===== src/logic/angle_filter_map.vh =====
// register map, field positions and timing constants for the angle post-processing filter
`ifndef ANGLE_FILTER_MAP_VH
`define ANGLE_FILTER_MAP_VH

// register word offsets (byte addresses)
`define REG_CONFIG        4'h0
`define REG_ANGLE         4'h4
`define REG_STATUS        4'h8
`define REG_IRQ_MASK      4'hC

// config_register field positions
`define CFG_PM_LO         0
`define CFG_OUTPUT_HYSTERESIS_SEL_LO       2
`define CFG_OUTPUT_TYPE_SEL_LO       4
`define CFG_SF_LO         8
`define CFG_FTH_LO        10
`define CFG_WD_BIT        13
`define CFG_RESET         32'h0000_0000

// status register bits
`define ST_MAGNET_BIT     0
`define ST_FAST_BIT       1
`define ST_WD_LP_BIT      2
`define IRQ_MAG_LOST      0
`define IRQ_MAG_FOUND     1
`define IRQ_WD_ENTER      2
`define IRQ_WD_LEAVE      3

// output type code for pwm
`define OUTPUT_TYPE_SEL_PWM          2'b10

// filter step-response delays in ns
`define SF_DELAY0_NS      2200000
`define SF_DELAY1_NS      1100000
`define SF_DELAY2_NS      550000
`define SF_DELAY3_NS      286000
`define CLK_PERIOD_NS     8

// watchdog: idle window and band
`define WD_TIME_MS        60000
`define WD_BAND_LSB       12'h004

`endif


===== src/logic/sample_ram.v =====
// two-entry sample store; entry 0 holds the watchdog reference angle, entry 1 is unused
`timescale 1ns/1ps
module sample_ram (
    // clock
    input  wire        clk,
    // write port
    input  wire        we,
    input  wire        waddr,
    input  wire [11:0] wdata,
    // read port
    input  wire        raddr,
    output reg  [11:0] rdata
);
    reg [11:0] mem [0:1];

    always @(posedge clk) begin
        if (we) begin
            mem[waddr] <= wdata;
        end
        rdata <= mem[raddr];
    end
endmodule


===== src/logic/angle_postprocess_filter.v =====
// angle post-processing filter: slow/fast filter, direction, hysteresis, power modes
`timescale 1ns/1ps
// Summary of operation
// - fast filter enabled only when fast threshold field is nonzero
// - with fast filter off, slow linear filter alone sets step response
// - slow field selects delay 2.2, 1.1, 0.55 or 0.286 ms
// - fast filter applies only when input variation exceeds the threshold
// - threshold codes 001..111 give slow-to-fast/fast-to-slow 6/1..10/4 LSB
// - fast filter reaches error band within two sample periods, then slow settles
// - direction 0 increases angle clockwise, 1 counterclockwise
// - output hysteresis of 1 to 3 LSB by hysteresis field
// - weak field drives output low and magnet flag reads zero
// - three low-power modes selected by power mode field, managed automatically
// - watchdog enters deepest mode after angle stays within 4 LSB one minute
// - watchdog active only when its enable bit is set
// - output type analog by default, pwm on code 10 with converter off
`include "angle_filter_map.vh"
module angle_postprocess_filter #(
    // one minute of cycles needs 33 bits at this clock, held in 43
    parameter [42:0] WD_CYCLES = 43'((64'd`WD_TIME_MS * 64'd1000000) / `CLK_PERIOD_NS)
) (
    // clock and reset
    input  wire        clk,
    input  wire        rst,
    // angle stream from the front end
    input  wire [11:0] raw_angle,
    input  wire        raw_valid,
    input  wire        field_ok,
    input  wire        dir,
    // output stage
    output reg  [11:0] out_angle_q,
    output reg         out_valid_q,
    output reg         pwm_mode_q,
    output reg         dac_enable_q,
    output reg  [1:0]  power_mode_q,
    output wire        irq,
    // avalon-mm slave
    input  wire [3:0]  address,
    input  wire        read,
    input  wire        write,
    input  wire [31:0] writedata,
    input  wire [3:0]  byteenable,
    output reg  [31:0] readdata,
    output wire        waitrequest,
    output reg  [1:0]  response
);
    localparam [21:0] SF0 = (`SF_DELAY0_NS + `CLK_PERIOD_NS - 1) / `CLK_PERIOD_NS;
    localparam [21:0] SF1 = (`SF_DELAY1_NS + `CLK_PERIOD_NS - 1) / `CLK_PERIOD_NS;
    localparam [21:0] SF2 = (`SF_DELAY2_NS + `CLK_PERIOD_NS - 1) / `CLK_PERIOD_NS;
    localparam [21:0] SF3 = (`SF_DELAY3_NS + `CLK_PERIOD_NS - 1) / `CLK_PERIOD_NS;
    localparam ST_IDLE = 1'b0;
    localparam ST_ACK  = 1'b1;

    reg [31:0] cfg_q;
    reg [3:0]  sts_q;
    reg [3:0]  mask_q;
    reg        bus_q;
    reg [31:0] filt_q;
    reg        fast_q;
    reg [1:0]  fast_cnt_q;
    reg [11:0] output_hysteresis_sel_ref_q;
    reg [42:0] wd_cnt_q;
    reg        wd_lp_q;
    reg        mag_q;
    reg [11:0] wd_ref;

    wire [1:0] pm_sel   = cfg_q[`CFG_PM_LO+1:`CFG_PM_LO];
    wire [1:0] output_hysteresis_sel_sel = cfg_q[`CFG_OUTPUT_HYSTERESIS_SEL_LO+1:`CFG_OUTPUT_HYSTERESIS_SEL_LO];
    wire [1:0] output_type_sel_sel = cfg_q[`CFG_OUTPUT_TYPE_SEL_LO+1:`CFG_OUTPUT_TYPE_SEL_LO];
    wire [1:0] sf_sel   = cfg_q[`CFG_SF_LO+1:`CFG_SF_LO];
    wire [2:0] fth_sel  = cfg_q[`CFG_FTH_LO+2:`CFG_FTH_LO];
    wire       wd_en    = cfg_q[`CFG_WD_BIT];

    // circular distance between two 12-bit angles
    function [11:0] adist;
        input [11:0] a;
        input [11:0] b;
        reg   [11:0] d;
        begin
            d = a - b;
            adist = d[11] ? (12'h000 - d) : d;
        end
    endfunction

    function [4:0] fth_up;
        input [2:0] s;
        begin
            case (s)
                3'd1:    fth_up = 5'd6;
                3'd2:    fth_up = 5'd7;
                3'd3:    fth_up = 5'd9;
                3'd4:    fth_up = 5'd18;
                3'd5:    fth_up = 5'd21;
                3'd6:    fth_up = 5'd24;
                3'd7:    fth_up = 5'd10;
                default: fth_up = 5'd0;
            endcase
        end
    endfunction

    function [2:0] fth_dn;
        input [2:0] s;
        begin
            fth_dn = (s == 3'd7) ? 3'd4 : ((s >= 3'd4) ? 3'd2 : 3'd1);
        end
    endfunction

    ////////////////////////////////////////////////////////////////////////////
    // direction and filter
    wire [11:0] dir_angle = dir ? (12'h000 - raw_angle) : raw_angle;
    wire [11:0] filt_ang  = filt_q[31:20];
    wire [11:0] diff      = adist(dir_angle, filt_ang);
    wire        fast_on   = (fth_sel != 3'd0);

    // slow filter: one-pole, coefficient 1/2^k picks the delay per sample
    reg [21:0] sf_cycles;
    reg [3:0]  sf_shift;
    always @* begin
        case (sf_sel)
            2'b00:   begin sf_cycles = SF0; sf_shift = 4'd5; end
            2'b01:   begin sf_cycles = SF1; sf_shift = 4'd4; end
            2'b10:   begin sf_cycles = SF2; sf_shift = 4'd3; end
            default: begin sf_cycles = SF3; sf_shift = 4'd2; end
        endcase
    end

    wire [31:0] in_ext  = {dir_angle, 20'h0_0000};
    wire [31:0] delta   = in_ext - filt_q;
    reg  [31:0] slow_step;
    always @* begin
        slow_step = $signed(delta) >>> sf_shift;
    end

    ////////////////////////////////////////////////////////////////////////////
    // hysteresis and watchdog
    wire [11:0] output_hysteresis_sel_band = {10'h000, output_hysteresis_sel_sel};
    wire        output_hysteresis_sel_move = adist(filt_ang, output_hysteresis_sel_ref_q) > output_hysteresis_sel_band;
    wire        wd_move   = adist(dir_angle, wd_ref) > `WD_BAND_LSB;
    wire        ev_mag_lost  = mag_q & ~field_ok;
    wire        ev_mag_found = ~mag_q & field_ok;
    wire        ev_wd_enter  = wd_en & ~wd_lp_q & raw_valid & ~wd_move
                               & (wd_cnt_q >= WD_CYCLES - 43'd1);
    // clearing the enable drops low power at once, not at the next sample
    wire        ev_wd_leave  = wd_lp_q & ((raw_valid & wd_move) | ~wd_en);

    // watchdog reference lives in the small store
    reg  [11:0] ref_unused;
    wire        ref_we = raw_valid & (wd_move | ~wd_en);
    wire [11:0] ram_q;
    sample_ram u_ram (
        .clk   (clk),
        .we    (ref_we),
        .waddr (1'b0),
        .wdata (dir_angle),
        .raddr (1'b0),
        .rdata (ram_q)
    );
    always @* begin
        wd_ref     = ram_q;
        ref_unused = 12'h000;
    end

    always @(posedge clk) begin
        if (rst) begin
            filt_q       <= 32'h0000_0000;
            fast_q       <= 1'b0;
            fast_cnt_q   <= 2'd0;
            output_hysteresis_sel_ref_q   <= 12'h000;
            out_angle_q  <= 12'h000;
            out_valid_q  <= 1'b0;
            wd_cnt_q     <= 43'd0;
            wd_lp_q      <= 1'b0;
            mag_q        <= 1'b0;
            pwm_mode_q   <= 1'b0;
            dac_enable_q <= 1'b1;
            power_mode_q <= 2'd0;
        end else begin
            mag_q       <= field_ok;
            out_valid_q <= raw_valid;
            if (raw_valid) begin
                if (fast_on && (fast_q || diff > {7'h00, fth_up(fth_sel)})) begin
                    // fast path lands on the input within two samples
                    filt_q     <= fast_cnt_q == 2'd1 ? in_ext
                                  : filt_q + ($signed(delta) >>> 1);
                    fast_q     <= 1'b1;
                    fast_cnt_q <= (fast_cnt_q == 2'd2) ? 2'd2 : fast_cnt_q + 2'd1;
                    if (fast_cnt_q != 2'd0 && diff <= {9'h000, fth_dn(fth_sel)}) begin
                        fast_q     <= 1'b0;
                        fast_cnt_q <= 2'd0;
                    end
                end else begin
                    filt_q     <= filt_q + slow_step;
                    fast_q     <= 1'b0;
                    fast_cnt_q <= 2'd0;
                end
                if (output_hysteresis_sel_move) begin
                    output_hysteresis_sel_ref_q <= filt_ang;
                end
                if (ref_we || ev_wd_leave) begin
                    wd_cnt_q <= 43'd0;
                end else if (wd_en && !wd_lp_q) begin
                    wd_cnt_q <= wd_cnt_q + 43'd1;
                end
            end else if (wd_en && !wd_lp_q && wd_cnt_q < WD_CYCLES) begin
                wd_cnt_q <= wd_cnt_q + 43'd1;
            end
            if (ev_wd_enter) begin
                wd_lp_q <= 1'b1;
            end else if (ev_wd_leave) begin
                wd_lp_q <= 1'b0;
            end
            out_angle_q  <= field_ok ? output_hysteresis_sel_ref_q : 12'h000;
            pwm_mode_q   <= (output_type_sel_sel == `OUTPUT_TYPE_SEL_PWM);
            dac_enable_q <= (output_type_sel_sel != `OUTPUT_TYPE_SEL_PWM);
            power_mode_q <= wd_lp_q ? 2'd3 : pm_sel;
        end
    end

    ////////////////////////////////////////////////////////////////////////////
    // avalon-mm slave, answers one cycle after the request
    wire        req   = (read | write) & ~bus_q;
    wire        rd_st = read & ~bus_q & (address == `REG_STATUS);
    wire [3:0]  ev    = {ev_wd_leave, ev_wd_enter, ev_mag_found, ev_mag_lost};
    reg  [31:0] wmask;
    assign waitrequest = (read | write) & ~bus_q;
    assign irq = |(sts_q & mask_q);

    always @* begin
        wmask = {{8{byteenable[3]}}, {8{byteenable[2]}},
                 {8{byteenable[1]}}, {8{byteenable[0]}}};
    end

    always @(posedge clk) begin
        if (rst) begin
            cfg_q    <= `CFG_RESET;
            sts_q    <= 4'h0;
            mask_q   <= 4'h0;
            bus_q    <= ST_IDLE;
            readdata <= 32'h0000_0000;
            response <= 2'b00;
        end else begin
            bus_q    <= req ? ST_ACK : ST_IDLE;
            // a read clears status, but an event in that cycle still lands
            sts_q    <= (rd_st ? 4'h0 : sts_q) | ev;
            response <= 2'b00;
            if (req && read) begin
                case (address)
                    `REG_CONFIG:   readdata <= cfg_q;
                    `REG_ANGLE:    readdata <= {20'h0_0000, out_angle_q};
                    `REG_STATUS:   readdata <= {25'h000_0000, sts_q, wd_lp_q, fast_q,
                                               field_ok};
                    `REG_IRQ_MASK: readdata <= {28'h000_0000, mask_q};
                    default: begin
                        readdata <= 32'h0000_0000;
                        response <= 2'b10;
                    end
                endcase
            end
            if (req && write) begin
                case (address)
                    `REG_CONFIG:   cfg_q  <= (cfg_q & ~wmask) | (writedata & wmask & 32'h0000_3F3F);
                    `REG_IRQ_MASK: if (byteenable[0]) mask_q <= writedata[3:0];
                    default:       response <= 2'b10;
                endcase
            end
        end
    end
endmodule


===== config.mk =====
export PLATFORM = sky130hd
export DESIGN_NAME = angle_postprocess_filter
export DESIGN_NICKNAME = d
export VERILOG_FILES = /design/src/logic/sample_ram.v /design/src/logic/angle_postprocess_filter.v
export VERILOG_INCLUDE_DIRS = /design/src /design/src/logic
export SDC_FILE = /design/constraint.sdc
export NUM_CORES = 1
export LEC_CHECK = 0
export ABC_AREA = 1
export BUFFER_PORTS_ARGS = -buffer_cell sky130_fd_sc_hd__buf_4
export CORE_MARGIN = 2
export CORE_UTILIZATION = 45
export CTS_CLUSTER_DIAMETER = 60
export CTS_CLUSTER_SIZE = 40
export DETAILED_ROUTE_END_ITERATION = 10
export GPL_TIMING_DRIVEN = 0
export HOLD_SLACK_MARGIN = 0.05
export MAX_ROUTING_LAYER = met4
export PLACE_DENSITY = 0.69
export SLEW_MARGIN = 20
export SYNTH_ARGS = -nofsm -noshare
export SYNTH_HDL_FRONTEND = slang
export SYNTH_SLANG_ARGS = --single-unit

===== constraint.sdc =====
create_clock -name clk -period 5.95 [get_ports clk]
set_input_delay 0.595 -clock clk [delete_from_list [all_inputs] [get_ports clk]]
set_output_delay 0.595 -clock clk [all_outputs]
set_load 0.05 [all_outputs]

==> results of run 1 <==
cells in the final DEF, fill, tap and decap left out, types with 6 or more instances in the layout:
cell       instances
nor3_1            70
o211ai_1           7
xor2_1            73
o21ai_0          158
buf_1              6
or2_2             10
inv_1            396
nand2_2           14
clkbuf_16         27
nor2_2             7
ha_1             111
nor4_1            22
dfxtp_1          195
buf_2             10
edfxtp_1          12
nand2_1          739
xnor2_1           43
clkbuf_1          54
o21ai_1            9
nor3_2            20
a21oi_1          155
nand3_1          266
buf_6              7
o31ai_1           19
buf_4             93
nor2_1           286
nand3b_1           7
o21a_1            15
nand4_1           51
clkinv_8           7
a31oi_1           15
path summary, 6_finish.rpt:
check                                               start                         to  slack (ns)  cells after the start
worst max-delay path                         raw_angle[0]    filt_q[29]$_SDFFE_PP0P_        0.45                     30
worst max register to register     filt_q[1]$_SDFFE_PP0P_    filt_q[28]$_SDFFE_PP0P_        0.63                     27
worst min register to register  u_ram.mem[0][0]$_DFFE_PP_     u_ram.rdata[0]$_DFF_P_        0.34                      0
worst min-delay path                         raw_angle[0]  u_ram.mem[0][0]$_DFFE_PP_        0.26                      1
cell type report:
| type | count | area, um2 | share of cell area, % |
|---|---|---|---|
| well taps | 518 | 648 | 3.26 |
| flip-flops and latches | 207 | 4260 | 21.4 |
| plain buffers | 80 | 384 | 1.93 |
| clock inverters | 20 | 330 | 1.66 |
| repair buffers | 88 | 661 | 3.32 |
| clock buffers | 29 | 683 | 3.44 |
| inverters | 404 | 1520 | 7.63 |
| multi-input cells | 2155 | 11400 | 57.3 |
kinds of logic (layout without fill, tap and decap cells):
logic type | count (synthesis) | in the layout | share of synthesized area (%)
buf+inv | 484 | 621 | 10.8
simple gates | 1507 | 1507 | 37.4
flops | 207 | 207 | 24.3
mux | 4 | 4 | 0.228
other cells | 1 | 1 | 0.0214
compound gates | 412 | 412 | 13.1
xor+xnor | 116 | 116 | 5.78
fa+ha+maj | 115 | 115 | 8.36
power groups by stage:
stage / Sequential (mW) / Clock [mW] / Combinational [mW]
final: 1.82 / 1.82 / 9.31
after global routing: 1.82 / 1.90 / 10.4
after CTS: 1.80 / 1.85 / 9.15
after detailed placement: 1.84 / 0 / 9.09
after global placement: 1.83 / 0 / 9.02
after floorplan: 1.72 / 0 / 6.84
worst max-delay path: cells and delay by family:
family,cells,cell delay [ns]
XOR/XNOR,3,1.40
buffers and inverters,2,0.23
AND/OR/NAND/NOR,14,1.50
AO/OA/AOI/OAI,8,1.34
adder cells (fa/ha/maj),3,0.91
state kept, by name (all words and copies together), names as in the netlist, 2 cells and up, named ones only:
name and cells:
wd_cnt_q 43, filt_q 32, readdata 32, cfg_q 20, out_angle_q 12, output_hysteresis_sel_ref_q 12, u_ram.mem 12, u_ram.rdata 12
mask_q 4, sts_q 4, fast_cnt_q 2, power_mode_q 2
routing by layer:
layer	routed length [um]	vias to the layer above
met4	3000	0
met5	0	-
li1	-	9526
met3	3490	144
met2	28900	639
met1	27100	8896
through the flow:
step	total power, mW	setup slack, ns	instance area (um2)	TNS (ns)	cells
after global placement	10.9	0.0105	18900	0	3452
after CTS	12.8	0.520	19900	0	3501
after detailed placement	10.9	-0.0314	18900	-0.0395	3452
after global routing	14.1	0.132	19900	0	3501
after floorplan	8.56	1.64	17600	0	2846
final	12.9	0.450	19900	0	3501
==> qor.yml, run 1 <==
switching_power_mw: 7.31
ys_top_cells_by_area: "dfxtp_1, nand2_1, inv_1, ha_1, nand3_1"
skew_ns: 0.0246
period_share_pct: 92.4
drt_iter0_markers: 1467
crit_fanout: 6
antenna_found_initial: 0
critPathMostFrequentCell: "nand2_1"
drive_above_1_share_pct: 7.68
htree_levels: 1
antenna_cells: 0
rows: 72
hold_slack_ns: 0.261
clk_latency_ns: 0.58
p_int_mw: 5.64
die-height_um: 202
hold_viol_final: 0
synth_cell_types: 55
avgRoutedWirePerCell_um: 17.9
cts_setup_buffers: 0
yosys-top-cells-count: "nand2_1, inv_1, nor2_1, nand3_1, dfxtp_1"
chipWidth_um: 202
clockBufferDepth: 3
pwr-share-comb_pct: 71.9
crit_path_end_kind: "register"
power_switching_share_pct: 56.5
irDropWorstVdd_uv: 603
worstMarginPinSlew_ns: 0.970
grt_max_degree: 23
drtPass1Iterations: 6
cts_tree: "done"
port_buffers: 88
grt_pass1_wl_mm: 97.1
status: "finished, final reports clean"
rsz0062_at_grt: "no"
synth_warnings: 0
period_needed_ns: 5.50
busiest_layer: "met2"
core_mm2: 0.0386
ctsHoldBuffers: 0
vias: 19205
use_met2_pct: 50.7
maxCapViolCount: 0
drcViolationCount: 0
timing_worst_setup_path_type: "input pin to register"
finalSetupViolCount: 0
ios: 112
die_area_mm2: 0.0406
cts_made_buffers: 27
fmax_mhz: 182
met3_usage_pct: 2.80
cts-root-buf: "clkbuf_16"
gp_congestion: 0.980
hold_class: "input pin to register"
grt_pass1_vias: 17888
crit_required_ns: 6.44
synthMostInstantiatedCell: "nand2_1"
start_kind: "input pin"
dp_hpwl_mm: 50.4
ys_ff_latch: 207
ant_nets: 0
synth_fp_nets: 3020
power.share.sequential_pct: 14.1
p_leak_nw: 9.25
fillerInstances: 4168
synth_top_area_cell: "dfxtp_1"
wl_mm: 62.5
clock_sinks: 207
synth_top_area_share_pct: 22.2
area_delta_synth_final_pct: 13.2
overflow: 0
fin_util_pct: 51.6
relSlewSlack_pct: 35.3
avgSynthCellArea_um2: 6.17
cp_data_arrival_time_ns: 5.99
syn_inst: 2846
clkPwrFrac_pct: 14.1
async_flop_share_pct: 0
clk_pin_slew_ns: 0.07
synthFlopType: "dfxtp_1"
use_met1_pct: 39.0
synth-edff-count: 12
cts_resized: 0
power_density_mw_per_mm2: 651
maxSlewViolCount: 0
initial_core_util_pct: 45.6
fin_nets: 3137
seq_area_frac_synth_pct: 24.3
synth.cell_area_mm2: 0.0176
track_usage_pct: 30.9
worst_path_max_delay_cell: "xnor2_1"
slowest_delay_ns: 0.71
viasPerCell: 5.49
No activity file was read; power rests on OpenSTA's default activity.
==> run 2, diff against run 1 <==
--- a/config.mk
+++ b/config.mk
@@ -13,10 +13,12 @@
 export CTS_CLUSTER_DIAMETER = 60
 export CTS_CLUSTER_SIZE = 40
 export DETAILED_ROUTE_END_ITERATION = 10
+export GPL_ROUTABILITY_DRIVEN = 0
 export GPL_TIMING_DRIVEN = 0
 export HOLD_SLACK_MARGIN = 0.05
 export MAX_ROUTING_LAYER = met4
 export PLACE_DENSITY = 0.69
+export REMOVE_ABC_BUFFERS = 1
 export SLEW_MARGIN = 20
 export SYNTH_ARGS = -nofsm -noshare
 export SYNTH_HDL_FRONTEND = slang
==> qor.yml, run 2 (synthesis results as in run 1) <==
status: "finished, final reports clean"
skew_ns: 0.0342
period_share_pct: 92.7
reg2reg_slack_ns: 0.72
final_cell_mix: "nand2_1, inv_1, nor2_1"
chipWidth_um: 202
r2r-start: "filt_q[1]$_SDFFE_PP0P_"
ant_nets: 0
drive_above_1_share_pct: 7.31
drcViolationCount: 0
overflow: 0
timing.rr.end: "filt_q[28]$_SDFFE_PP0P_"
core_mm2: 0.0386
cts-root-buf: "clkbuf_16"
hold_class: "input pin to register"
whs_endpoint: "mask_q[2]$_SDFFE_PP0P_"
drtPass1Iterations: 8
drt_iter0_markers: 1492
timing_worst_setup_path_type: "input pin to register"
ctsHoldBuffers: 0
hold_viol_final: 0
maxCapViolCount: 0
finalSetupViolCount: 0
power_density_mw_per_mm2: 638
cts_made_buffers: 23
period_needed_ns: 5.52
area_delta_synth_final_pct: 10.9
cts_resized: 0
die_area_mm2: 0.0406
cts_tree: "done"
grt_pass1_wl_mm: 84.8
whs_path_depth: 3
final_common_cell: "nand2_1"
worst_path_max_delay_cell: "xor2_1"
met3_usage_pct: 2.96
hold_start: "writedata[2]"
use_met1_pct: 31.9
clk_latency_ns: 0.57
crit_path_end_kind: "register"
antenna_found_initial: 0
maxSlewViolCount: 0
cts_setup_buffers: 0
antenna_cells: 0
use_met2_pct: 42.1
htree_levels: 1
regArea_mm2: 0.00426
fmax_mhz: 181
reg2reg_depth: 27
grt_max_degree: 109
multi_input_area_mm2: 0.0114
dp_hpwl_mm: 39.9
worstMarginPinSlew_ns: 1.04
finalNonFillerCells: 3419
crit_family: "simple AND/OR/NAND/NOR gates"
ios: 112
die-height_um: 202
largest_reg_flops: 43
relSlewSlack_pct: 30.4
path_buf_inv: 7
avgRoutedWirePerCell_um: 15.3
cp_data_arrival_time_ns: 5.96
fillerInstances: 3985
start_kind: "input pin"
viasPerCell: 5.45
crit_fanout: 31
crit_required_ns: 6.39
place_inst: 3377
rsz0062_at_grt: "no"
initial_core_util_pct: 45.6
setup_tns_ns: 0
port_buffers: 90
slowest_delay_ns: 0.49
grt_pass1_vias: 17378
reg_top3: "wd_cnt_q: 43 flops, filt_q: 32 flops, readdata: 32 flops"
clockBufferDepth: 3
wl_mm: 52.3
clock_sinks: 207
rows: 72
fin_nets: 3058
track_usage_pct: 25.8
critPathMostFrequentCell: "nand2_1"
p_leak_nw: 9.08
vias: 18643
busiest_layer: "met2"
clk_pin_slew_ns: 0.08
top_register: "wd_cnt_q"
irDropWorstVdd_uv: 389
[run 2: per-stage QoR]
step / hold WS, ns / cell area [um2] / total power, mW / util, % / worst slack, ns
2_1_floorplan: 0.323 / 17200 / 8.49 / - / 1.57
3_3_place_gp: 0.323 / 18500 / 10.4 / 48.0 / 0.0561
3_5_place_dp: 0.329 / 18600 / 10.6 / 48.3 / -0.0205
4_1_cts: 0.254 / 19500 / 12.3 / 50.5 / 0.519
5_1_grt: 0.273 / 19500 / 13.7 / 50.5 / 0.0161
6_report: 0.277 / 19500 / 12.4 / 50.5 / 0.432
[run 2: report_power, final]
| part | leakage (nW) | total, mW | internal (mW) | switching, mW |
|---|---|---|---|---|
| combinational | 6.94 | 9.01 | 3.09 | 5.92 |
| sequential | 1.71 | 1.79 | 1.54 | 0.248 |
| clock | 0.424 | 1.63 | 0.898 | 0.728 |
[run 2: per-layer routing]
metal | share of wire (%) | vias to the layer above | wire [um]
met5 | 0 | - | 0
met4 | 4.6 | 0 | 2420
met2 | 46 | 650 | 23800
li1 | - | 9342 | -
met1 | 43 | 8512 | 22700
met3 | 6.4 | 139 | 3340
[run 2: final cells by class]
class                   instances  share of cell area [%]
clock buffers                  23                    2.95
clock inverters                19                    1.50
inverters                     404                    7.82
multi-input cells            2155                    58.6
flip-flops and latches        207                    21.9
well taps                     518                    3.33
repair buffers                 93                    3.91
[run 2: how the worst max path moves through the flow]
stage | from | to | slack [ns] | cells after the start
after floorplan | raw_angle[0] | filt_q[23]$_SDFFE_PP0P_ | 1.57 | 31
after global placement | raw_angle[0] | filt_q[20]$_SDFFE_PP0P_ | 0.06 | 32
after detailed placement | raw_angle[0] | filt_q[20]$_SDFFE_PP0P_ | -0.02 | 32
after CTS | raw_angle[0] | filt_q[20]$_SDFFE_PP0P_ | 0.52 | 32
after global routing | raw_angle[0] | filt_q[18]$_SDFFE_PP0P_ | 0.02 | 32
final | raw_angle[0] | filt_q[20]$_SDFFE_PP0P_ | 0.43 | 32
[run 2: worst reg2reg max path, stage by stage, from the launching register on]
cell	delay, ns
dfxtp_1	0.38
inv_1	0.16
ha_1	0.30
nand4_1	0.25
nor3_1	0.37
nand2_1	0.16
o21ai_1	0.45
nand3_1	0.14
nand2_1	0.13
xor2_1	0.39
or2_1	0.19
nand3_1	0.08
o21ai_0	0.12
ha_1	0.34
a21oi_1	0.22
inv_1	0.08
a21oi_1	0.13
nand2_1	0.12
a21oi_1	0.13
nand2_1	0.13
a21oi_1	0.24
nor2_1	0.08
nor2_1	0.13
xor2_1	0.09
nand2_1	0.07
nand2_1	0.06
o21ai_1	0.14
inv_1	0.05
